==> src/fracn_map.svh <==
// register offsets, field positions, reset values and analog weights of the loop controller
`ifndef FRACN_MAP_SVH
`define FRACN_MAP_SVH

`define ADDR_INTG 8'h00
`define ADDR_FRAC 8'h04
`define ADDR_RDIV 8'h08
`define ADDR_MODE 8'h0C
`define ADDR_PUMP 8'h10
`define ADDR_STAT 8'h14

`define INTG_MIN 17'h00024
`define INTG_MAX 17'h1001F
`define INTG_RST 17'h00064
`define FRAC_RST 24'h000000
`define RDIV_RST 14'h0001
`define MODE_RST 7'h00
`define PUMP_RST 20'h00012

`define MODE_RUN_BIT 0
`define MODE_BUF_BIT 1
`define MODE_CSP_BIT 2
`define MODE_MAG_LSB 4
`define MODE_MAG_MSB 6

`define PUMP_UPG_LSB 0
`define PUMP_DNG_LSB 3
`define PUMP_UPT_LSB 6
`define PUMP_DNT_LSB 10
`define PUMP_UPL_LSB 14
`define PUMP_DNL_LSB 17

`define STAT_BOOST_BIT 17
`define STAT_FRAC_BIT 18

`define SRC_SMALL_UA 12'h1F4
`define SRC_LARGE_UA 12'h3E8
`define TRIM_STEP_UA 12'h007
`define LEAK_STEP_UA 9'h037
`define GAIN_MAX 3'h7

`endif

==> src/fracn_pkg.sv <==
// shared types of the fractional-n loop controller
package fracn_pkg;
    typedef logic [16:0] ratio_t;
    typedef logic [23:0] frac_t;
    typedef logic [13:0] rdiv_t;
    typedef logic [2:0] code3_t;
    typedef logic [3:0] code4_t;
    typedef logic [11:0] ua_t;
endpackage

==> src/dsm_if.sv <==
// link between the loop controller and its delta-sigma accumulator
interface dsm_if;
    import fracn_pkg::*;
    logic tick;
    logic run;
    ratio_t intg;
    frac_t frac;
    ratio_t ratio;
    logic carry;
    modport ctrl (output tick, output run, output intg, output frac, input ratio, input carry);
    modport accum (input tick, input run, input intg, input frac, output ratio, output carry);
endinterface

==> src/frac_n_ctrl.sv <==
// fractional-n divider word, modulator and charge pump control
// Function
// - output is fpfd times intg plus frac/2^24
// - integer ratio kept within 36 to 65567
// - frac is 24-bit step in fpfd/2^24
// - pfd rate is reference divided by R
// - slip guard holds gain maximal until settled
// - slip guard sensitivity follows magnitude field
// - 3-bit gain codes switch 500/1000/500uA sources
// - 4-bit trims add 7uA per step
// - 3-bit leak codes add 55uA per step
// - integer mode stops modulator, fixed ratio
`include "fracn_map.svh"

module frac_n_ctrl
    import fracn_pkg::*;
(
    input wire logic clk, // system clock, 50 MHz
    input wire logic arst_n, // async reset, active low
    input wire logic [7:0] addr, // register byte address
    input wire logic [31:0] wdata, // register write data
    input wire logic wr, // write strobe
    input wire logic rd, // read strobe
    output logic [31:0] rdata, // read data, cycle after rd
    input wire logic ref_in, // reference oscillator pin
    input wire logic pfd_up, // detector up pulse pin
    input wire logic pfd_dn, // detector down pulse pin
    output logic pfd_tick, // one pulse per pfd cycle
    output ratio_t div_ratio, // divide ratio to prescaler
    output code3_t pump_up_gain_code, // up source enables
    output code3_t pump_down_gain_code, // down source enables
    output code4_t pump_up_fine_adjust, // up trim
    output code4_t pump_down_fine_adjust, // down trim
    output code3_t pump_up_leak_code, // up leakage
    output code3_t pump_down_leak_code, // down leakage
    output ua_t pump_up_ua, // up current in uA
    output ua_t pump_down_ua, // down current in uA
    output logic [8:0] leak_up_ua, // up leakage in uA
    output logic [8:0] leak_down_ua // down leakage in uA
);
    ratio_t intg_ff;
    frac_t frac_ff;
    rdiv_t rdiv_ff;
    logic [6:0] mode_ff;
    logic [19:0] pump_ff;
    rdiv_t rcnt_ff;
    logic boost_ff;
    logic last_dir_ff;
    logic [3:0] run_cnt_ff;
    logic [2:0] s1_ff;
    logic [2:0] s2_ff;
    logic [2:0] s3_ff;
    logic [2:0] stable_ff;
    logic [2:0] rise;
    logic frac_mode;
    logic [3:0] slip_limit;
    code3_t up_gain;
    code3_t dn_gain;
    dsm_if dsm ();

    // pin synchronisers: ref, up, down
    genvar i;
    generate
        for (i = 0; i < 3; i++) begin : g_sync
            logic pin;
            if (i == 0) begin : g_ref
                assign pin = ref_in;
            end else if (i == 1) begin : g_up
                assign pin = pfd_up;
            end else begin : g_dn
                assign pin = pfd_dn;
            end
            always_ff @(posedge clk or negedge arst_n) begin
                if (!arst_n) begin
                    s1_ff[i] <= 1'b0;
                    s2_ff[i] <= 1'b0;
                    s3_ff[i] <= 1'b0;
                    stable_ff[i] <= 1'b0;
                end else begin
                    s1_ff[i] <= pin;
                    s2_ff[i] <= s1_ff[i];
                    s3_ff[i] <= s2_ff[i];
                    if (s2_ff[i] == s3_ff[i]) begin
                        stable_ff[i] <= s3_ff[i];
                    end
                end
            end
            assign rise[i] = s2_ff[i] & s3_ff[i] & ~stable_ff[i];
        end
    endgenerate

    assign frac_mode = mode_ff[`MODE_RUN_BIT] & mode_ff[`MODE_BUF_BIT];
    assign slip_limit = {1'b0, mode_ff[`MODE_MAG_MSB:`MODE_MAG_LSB]} + 4'h1;

    // register writes
    always_ff @(posedge clk or negedge arst_n) begin
        if (!arst_n) begin
            intg_ff <= `INTG_RST;
            frac_ff <= `FRAC_RST;
            rdiv_ff <= `RDIV_RST;
            mode_ff <= `MODE_RST;
            pump_ff <= `PUMP_RST;
        end else if (wr) begin
            case (addr)
                `ADDR_INTG: begin
                    // out-of-range ratios are ignored
                    if (wdata[16:0] >= `INTG_MIN && wdata[16:0] <= `INTG_MAX && wdata[31:17] == 15'h0000) begin
                        intg_ff <= wdata[16:0];
                    end
                end
                `ADDR_FRAC: frac_ff <= wdata[23:0];
                `ADDR_RDIV: rdiv_ff <= wdata[13:0];
                `ADDR_MODE: mode_ff <= wdata[6:0];
                `ADDR_PUMP: pump_ff <= wdata[19:0];
                default: ;
            endcase
        end
    end

    // register reads
    always_ff @(posedge clk or negedge arst_n) begin
        if (!arst_n) begin
            rdata <= 32'h00000000;
        end else if (rd) begin
            case (addr)
                `ADDR_INTG: rdata <= {15'h0000, intg_ff};
                `ADDR_FRAC: rdata <= {8'h00, frac_ff};
                `ADDR_RDIV: rdata <= {18'h00000, rdiv_ff};
                `ADDR_MODE: rdata <= {25'h0000000, mode_ff};
                `ADDR_PUMP: rdata <= {12'h000, pump_ff};
                `ADDR_STAT: rdata <= {13'h0000, frac_mode, boost_ff, div_ratio};
                default: rdata <= 32'h00000000;
            endcase
        end else begin
            rdata <= 32'h00000000;
        end
    end

    // reference path divider: one pfd tick every R reference edges
    always_ff @(posedge clk or negedge arst_n) begin
        if (!arst_n) begin
            rcnt_ff <= 14'h0000;
            pfd_tick <= 1'b0;
        end else begin
            pfd_tick <= 1'b0;
            if (rise[0]) begin
                if (rcnt_ff + 14'h0001 >= rdiv_ff) begin
                    rcnt_ff <= 14'h0000;
                    pfd_tick <= 1'b1;
                end else begin
                    rcnt_ff <= rcnt_ff + 14'h0001;
                end
            end
        end
    end

    assign dsm.tick = pfd_tick;
    assign dsm.run = frac_mode;
    assign dsm.intg = intg_ff;
    assign dsm.frac = frac_ff;

    dsm_accum u_dsm (
        .clk(clk),
        .arst_n(arst_n),
        .dsm(dsm)
    );

    always_ff @(posedge clk or negedge arst_n) begin
        if (!arst_n) begin
            div_ratio <= `INTG_RST;
        end else begin
            div_ratio <= dsm.ratio;
        end
    end

    // slip guard: a run of same-direction pulses means frequency error
    always_ff @(posedge clk or negedge arst_n) begin
        if (!arst_n) begin
            boost_ff <= 1'b0;
            last_dir_ff <= 1'b0;
            run_cnt_ff <= 4'h0;
        end else if (!mode_ff[`MODE_CSP_BIT]) begin
            boost_ff <= 1'b0;
            run_cnt_ff <= 4'h0;
        end else if (rise[1] ^ rise[2]) begin
            last_dir_ff <= rise[2];
            if (rise[2] == last_dir_ff) begin
                if (run_cnt_ff != 4'hF) begin
                    run_cnt_ff <= run_cnt_ff + 4'h1;
                end
                if (run_cnt_ff + 4'h1 >= slip_limit) begin
                    boost_ff <= 1'b1;
                end
            end else begin
                // opposite pulse: error near zero, a new run of one
                run_cnt_ff <= 4'h1;
                boost_ff <= (slip_limit == 4'h1);
            end
        end
    end

    assign up_gain = boost_ff ? `GAIN_MAX : pump_ff[`PUMP_UPG_LSB +: 3];
    assign dn_gain = boost_ff ? `GAIN_MAX : pump_ff[`PUMP_DNG_LSB +: 3];

    function automatic ua_t pump_ua(input code3_t g, input code4_t t);
        // code bit 1 selects the 1 mA source, in 010, 011, 110 and 111
        pump_ua = (g[0] ? `SRC_SMALL_UA : 12'h000) + (g[1] ? `SRC_LARGE_UA : 12'h000)
            + (g[2] ? `SRC_SMALL_UA : 12'h000) + ua_t'(`TRIM_STEP_UA * {8'h00, t});
    endfunction

    // pump settings to the analog side
    always_ff @(posedge clk or negedge arst_n) begin
        if (!arst_n) begin
            pump_up_gain_code <= 3'h2;
            pump_down_gain_code <= 3'h2;
            pump_up_fine_adjust <= 4'h0;
            pump_down_fine_adjust <= 4'h0;
            pump_up_leak_code <= 3'h0;
            pump_down_leak_code <= 3'h0;
            pump_up_ua <= `SRC_LARGE_UA;
            pump_down_ua <= `SRC_LARGE_UA;
            leak_up_ua <= 9'h000;
            leak_down_ua <= 9'h000;
        end else begin
            pump_up_gain_code <= up_gain;
            pump_down_gain_code <= dn_gain;
            pump_up_fine_adjust <= pump_ff[`PUMP_UPT_LSB +: 4];
            pump_down_fine_adjust <= pump_ff[`PUMP_DNT_LSB +: 4];
            pump_up_leak_code <= pump_ff[`PUMP_UPL_LSB +: 3];
            pump_down_leak_code <= pump_ff[`PUMP_DNL_LSB +: 3];
            pump_up_ua <= pump_ua(up_gain, pump_ff[`PUMP_UPT_LSB +: 4]);
            pump_down_ua <= pump_ua(dn_gain, pump_ff[`PUMP_DNT_LSB +: 4]);
            leak_up_ua <= 9'(`LEAK_STEP_UA * {6'h00, pump_ff[`PUMP_UPL_LSB +: 3]});
            leak_down_ua <= 9'(`LEAK_STEP_UA * {6'h00, pump_ff[`PUMP_DNL_LSB +: 3]});
        end
    end
endmodule

==> src/dsm_accum.sv <==
// first-order delta-sigma accumulator producing the per-cycle divide ratio
module dsm_accum
    import fracn_pkg::*;
(
    input wire logic clk, // system clock
    input wire logic arst_n, // async reset, active low
    dsm_if.accum dsm // modulator link
);
    frac_t acc_ff;
    logic [24:0] sum;

    assign sum = {1'b0, acc_ff} + {1'b0, dsm.frac};

    always_ff @(posedge clk or negedge arst_n) begin
        if (!arst_n) begin
            acc_ff <= `FRAC_RST;
            dsm.ratio <= `INTG_RST;
            dsm.carry <= 1'b0;
        end else if (dsm.tick) begin
            if (dsm.run) begin
                // overflow adds one to the ratio; average becomes intg + frac / 2^24
                acc_ff <= sum[23:0];
                dsm.ratio <= ratio_t'(dsm.intg + {16'h0000, sum[24]});
                dsm.carry <= sum[24];
            end else begin
                acc_ff <= `FRAC_RST;
                dsm.ratio <= dsm.intg;
                dsm.carry <= 1'b0;
            end
        end
    end
endmodule

==> config.mk <==
export PLATFORM = sky130hd
export DESIGN_NAME = frac_n_ctrl
export DESIGN_NICKNAME = d
export VERILOG_FILES = /design/src/fracn_pkg.sv /design/src/dsm_if.sv /design/src/frac_n_ctrl.sv /design/src/dsm_accum.sv
export VERILOG_INCLUDE_DIRS = /design/src /design/src/src
export SDC_FILE = /design/constraint.sdc
export NUM_CORES = 1
export LEC_CHECK = 0
export BUFFER_PORTS_ARGS = -buffer_cell sky130_fd_sc_hd__buf_2
export CAP_MARGIN = 20
export CORE_ASPECT_RATIO = 1.1
export CORE_MARGIN = 2
export CORE_UTILIZATION = 55
export DETAILED_ROUTE_END_ITERATION = 10
export PLACE_DENSITY = 0.81
export SETUP_SLACK_MARGIN = 0.2
export SYNTH_ARGS = -nofsm -noshare
export SYNTH_HDL_FRONTEND = slang
export SYNTH_SLANG_ARGS = --single-unit
==> constraint.sdc <==
create_clock -name clk -period 5.7 [get_ports clk]
set_clock_uncertainty 0.1 [all_clocks]
set_input_delay 0.855 -clock clk [delete_from_list [all_inputs] [get_ports clk]]
set_output_delay 0.855 -clock clk [all_outputs]
set_load 0.02 [all_outputs]
# Word level (Yosys, flattened, before mapping)
# Cells that the tools add are included.
totals:
  reg_bits: 267
  inputBits: 47
  elab_cells: 115
op_classes:
  n_addsub: 11
  multipliers: 4
  magnitude_cmp: 4
  eq_ne: 14
  mux: 23
  bitwise: 11
  n_reduce_logical: 12
op_table:
  columns: ["op", "count"]
  rows:
  - ["$pmux 24 s6", 1]
  - ["$mux 9", 4]
  - ["$mux 32", 1]
  - ["$add 24x24->25", 1]
  - ["$add 11x9->12", 2]
  - ["$add 12x7->12", 2]
  - ["$mux 24", 1]
  - ["$add 9x10->11", 2]
  - ["$mux 10", 2]
  - ["$mul 6x3->9 const A", 2]
  - ["$add 17x1->17", 1]
  - ["$ge 17x6->1 const B", 1]
  - ["$le 17x17->1 const B", 1]
  - ["$mux 17", 1]
  - ["$eq 8x4->1 const B", 2]
  - ["$eq 8x5->1 const B", 2]
  - ["$mux 4", 4]
  - ["$logic_not 15->1", 1]
  - ["$add 14x1->14 const B", 1]
  - ["$ge 14x14->1", 1]
  - ["$mul 3x4->7 const A", 2]
  - ["$mux 14", 1]
  - ["$reduce_and 2->1", 7]
  - ["$eq 8x3->1 const B", 1]
  - ["other kinds (16)", 35]

# Longest topological paths before layout
depth:
  ltp_word: 6
  depth_mapped: 17
  depth_no_buf: 17

# Hierarchy
# From an unflattened synthesis, not the netlist that was laid out.
unflattened:
  cells_unflattened: 1233
  hier_area_um2: 13768.2
by_module_without_submodules:
  columns: ["mod", "instances", "cells_per_inst", "area_each_um2", "seq_area_each_um2"]
  rows:
  - ["frac_n_ctrl", 1, 876, 10647.7, 5383.9]
  - ["dsm_accum", 1, 357, 3120.5, 1054.8]

# Least setup slack after synthesis
# No wires, ideal clock.
synth_path:
  path_type: "register -> register"
  start: "register frac_ff[0], in the netlist dsm.frac[0]"
  end: "register u_dsm.dsm.ratio[16]"
  arrival_ns: 3.344
  required_time_ns: 5.463
  path_slack_ns: 2.119
  stages_incl_launch_ff: 18
  period_less_slack_ns: 3.581
  cell_sequence: "dfrtp_1 > ha_1 > inv_1 > fa_1 > nand2b_1 > a21oi_1 > nor2b_1 > o311ai_2 > a31oi_1 > o21ai_0 > ha_1 > ha_1 > nand2_1 > nor4_1 > nand2_1 > nor2_1 > xnor2_1 > a21oi_1"
synth_via:
  elab_chain_cells: 3
synth_rtl:
  columns: ["item", "line_no", "rtl"]
  rows:
  - ["start: declaration", "frac_n_ctrl.sv:42", "frac_t frac_ff;"]
  - ["start signal: assignment", "frac_n_ctrl.sv:99", "frac_ff <= `FRAC_RST;"]
  - ["start signal: assignment", "frac_n_ctrl.sv:111", "`ADDR_FRAC: frac_ff <= wdata[23:0];"]
  - ["$add 24x24->25", "dsm_accum.sv:12", "assign sum = {1'b0, acc_ff} + {1'b0, dsm.frac};"]
  - ["$add 17x1->17", "dsm_accum.sv:23", "dsm.ratio <= ratio_t'(dsm.intg + {16'h0000, sum[24]});"]
  - ["$mux 17", "dsm_accum.sv:20", "if (dsm.run) begin"]
  - ["end signal: assignment", "dsm_accum.sv:17", "dsm.ratio <= `INTG_RST;"]
  - ["end signal: assignment", "dsm_accum.sv:23", null]
  - ["end signal: assignment", "dsm_accum.sv:27", "dsm.ratio <= dsm.intg;"]
  - ["end: declaration", "dsm_if.sv:11", "modport accum (input tick, input run, input intg, input frac, output ratio, output carry);"]
# No other way between the ends.
# A chain may end at the register's enable or synchronous reset.

# Final worst setup path
layout_path:
  start: "register frac_ff[0], in the netlist dsm.frac[0]"
  end: "register u_dsm.dsm.ratio[14]"
# The elaborated chain is that of the path after synthesis.

==> impl_results.md <==
* Status: finished clean
* Rel. slew slack at 0.260
* Die Wd at 154 um
* Inserted Clock Buffers at 26
* Fin. max-slew vios at 0
* Yosys warning total at 0
* Reg2Reg Setup Slack at about 1.3 ns
* First-pass DRT Iterations at 5
* Skew-Pair Late Insertion Delay at 0.55 ns
* Via/cell ratio at 5.92
* Worst-path clk slew at roughly 0.060 ns
* Row cnt at 60
* Required time of the critical path at between 6 and 7 ns
* Pwr Density at 301 mW/mm^2
* Synth cell types at 75
* Share of layout cells above drive strength 1 at 0.242
* Post-DRT Antenna Nets at 0
* CP startpoint: dsm.frac[0]
* Max-cap violations at 0
* Buffers plus inverters on the worst setup path at 1
* RSZ-0062 raised after global routing: no
* Post-CTS resize count at 0
* Die Area at 0.0260 mm^2
* GRT overflow at 0
* R2R Path End: u_dsm.dsm.ratio[14]
* Peak supply drop at 0.221 mV
* Pin count of the biggest net entering global routing at 150
* Ys flop type: dfrtp_1
* Arr. time, crit path at 4.68 ns
* Post-synth EDFFs at 0
* Crit-path cells: ha_1 > inv_1 > fa_1 > nand2b_1 > a21oi_1 > nor2b_1 > o311ai_2 > a31oi_1 > o21ai_0 > ha_1 > ha_1 > nand2_1 > nor4_1 > nand2_1 > nor2_1 > xnor2_1 > a21oi_1
* Residual DRC at 0
* Vias in the first global route at 10.0k
* Leak Pwr at 7.86 nW
* Most used cell, CP: ha_1
* Final Cycle Share at 0.767
* Post-DR wirelength/cell at 19.6 um
* Via count at 9870
* Area delta synth->final at 12.9%
* DR iter-0 viols at 859
* Worst hold path endpoint: s2_ff[1]
* Worst Setup Path Type: reg -> reg
* Sequential share of the synthesized area at 0.471
* Routability cong. at 0.924
* Finished Layout Cells at approximately 1.7k
* Reg2Reg Launch Point: dsm.frac[0]
* Worst-margin pin slew at 1.11 ns
* Clk sinks at 255
* Worst-case reg-to-reg path depth at 17
* Post-Syn Area at 0.0136 mm^2
* Worst Setup End Kind: flip-flop
* WL final at 32800 um
* Startpoint class of the critical path: flip-flop
* Setup TNS at 0 ns
* CTS tree: done
* Core footprint at ~0.024 mm^2
* # diodes at 0
* Overall routing resource usage at 0.253
* Largest delay share family, worst path: simple AND/OR/NAND/NOR gates
* CTS HTree Levels at 1
* Hold Crit Depth at 0
* Hold buffer count at CTS at 0
* Die Y at 169 um
* Port Buffers at 150
* Hold Fails Final Rpt at 0
* Hold path startpoint: s1_ff[1]
* Post-synth ARST share at 1.00
* Synth Area per Inst at 11.3 um^2
* Mapped Cells at 1200
* Worst Hold Slack at 0.247 ns
* Max Clk Rate at around 0.23 GHz
* Setup Buffers After CTS at 0
* Worst path slowest cell: nor4_1
* Fin crit period at 4.37 ns
* Crit path max fanout at 4
* Clk root buf: clkbuf_16
* Hold WC Path Type: reg -> reg
* Setup violators final at 0
* Slowest stage delay, CP at 0.48 ns
* Layout Nets at 1512
* Worst-case clock buffer depth at 3
* Initial antenna violation count at 1
* Detailed Place HPWL at 23700 um
* Initial Util at 0.558
* Register bit total from synthesis at 255
* Placed insts at 1620
* First-pass GRT wire length at 52500 um
* I/O pin count at 159
[stage by stage]
step                      utilization  worst slack [ns]  instance area [um^2]  power (mW)
final                           0.630              1.33                 15400        4.62
after global routing            0.630             0.933                 15400        4.81
after CTS                       0.630              1.39                 15400        4.64
after detailed placement        0.596              1.41                 14500        2.99
after global placement          0.596              1.55                 14500        2.96
after floorplan                     -              2.12                 13600        2.67
[cell usage in the layout (no fill, tap or decap), types with 5 or more instances in the layout]
master,netlist,final
clkinv_2,0,5
a22o_1,19,19
a22oi_1,34,34
clkbuf_1,20,9
conb_1,1,8
mux2_4,30,30
nand4_1,18,18
nor2_1,62,62
fa_1,29,29
dfrtp_1,229,229
or2_2,6,6
and2_1,5,5
nor3_1,8,8
nand2_1,73,73
a222oi_1,5,5
a21o_1,13,13
a31oi_1,17,17
xor2_1,29,29
o21ai_0,36,36
mux2_2,52,52
buf_2,12,149
inv_1,92,92
dfstp_2,26,26
ha_1,98,98
nor2b_1,9,9
and3_1,16,16
nor4_1,7,7
xnor2_1,36,36
a21oi_1,78,78
clkbuf_16,0,26
o221ai_1,6,6
nand3_1,28,28
nand2b_1,8,8
[registers in the layout, indices dropped and copies added (netlist names), 4 cells and up]
register,flops
div_ratio,17
pump_ff,20
rdata,24
pump_up_ua,12
dsm.frac,24
leak_up_ua,9
run_cnt_ff,4
rcnt_ff,14
mode_ff,7
dsm.intg,17
leak_down_ua,9
pump_down_ua,12
rdiv_ff,14
u_dsm.acc_ff,24
u_dsm.dsm.ratio,17
[kinds of logic (layout without fill, tap and decap cells)]
logic type	after synthesis	in the layout	share of synthesized area
muxes	90	90	0.0824
adders and majority gates	127	127	0.133
other	1	8	0.000276
AOI/OAI and AO/OA	245	245	0.120
buffers and inverters	145	296	0.0477
DFF	255	255	0.471
and+or+nand+nor	272	272	0.104
xor gates and xnor gates	65	65	0.0418
[layout make-up]
type	count	area [um^2]
repair buffers	155	811
flip-flops and latches	255	6410
clock inverters	9	86.3
inverters	93	349
well taps	310	388
fillers	1886	9040
multi-input cells	807	6570
clock buffers	39	739
[Yosys cell counts, drive strengths merged, types with 7 or more instances]
library cell  number  area share
a22o              19       0.012
or2                7      0.0032
nor2b              9      0.0041
nand2b             8      0.0037
buf               32       0.017
dfstp             26       0.050
clkbuf            20      0.0055
nor2              66       0.020
nand2             77       0.022
xnor2             36       0.023
mux2              86       0.079
and3              16      0.0074
a22oi             34       0.019
a21oi             79       0.029
ha                98       0.090
o21ai             36       0.013
dfrtp            229        0.42
a21o              13      0.0072
nor4               8      0.0041
inv               92       0.025
a31oi             18      0.0087
nand4             18      0.0083
fa                29       0.043
nor3               9      0.0037
nand3             29       0.012
xor2              29       0.019
[worst max-delay path by stage]
stage / end / slack, ns / depth (start not counted)
floorplan: u_dsm.dsm.ratio[16] / 2.12 / 17
global placement: u_dsm.dsm.ratio[16] / 1.55 / 17
detailed placement: u_dsm.dsm.ratio[14] / 1.41 / 17
CTS: u_dsm.dsm.ratio[14] / 1.39 / 17
global route: u_dsm.dsm.ratio[14] / 0.93 / 17
finish: u_dsm.dsm.ratio[14] / 1.33 / 17
[where the power goes]
| part | switching [mW] | internal, mW | leakage, nW |
|---|---|---|---|
| registers | 0.163 | 2.05 | 3.36 |
| logic | 0.486 | 0.263 | 4.10 |
| clock network | 0.719 | 0.944 | 0.401 |
[routing by layer]
layer,track usage,routed length (um)
met5,0,11
met4,0.0780,957
met3,0.0374,2060
met2,0.433,16000
met1,0.335,13700
[worst register-to-register path, cell delays in order (launching register included)]
cell      delay [ns]
dfrtp_1         0.36
ha_1            0.20
inv_1           0.06
fa_1            0.38
nand2b_1        0.19
a21oi_1         0.20
nor2b_1         0.12
o311ai_2        0.40
a31oi_1         0.12
o21ai_0         0.41
ha_1            0.27
ha_1            0.21
nand2_1         0.11
nor4_1          0.48
nand2_1         0.20
nor2_1          0.18
xnor2_1         0.15
a21oi_1         0.09
Note: power is estimated with default switching activity, not from simulation.
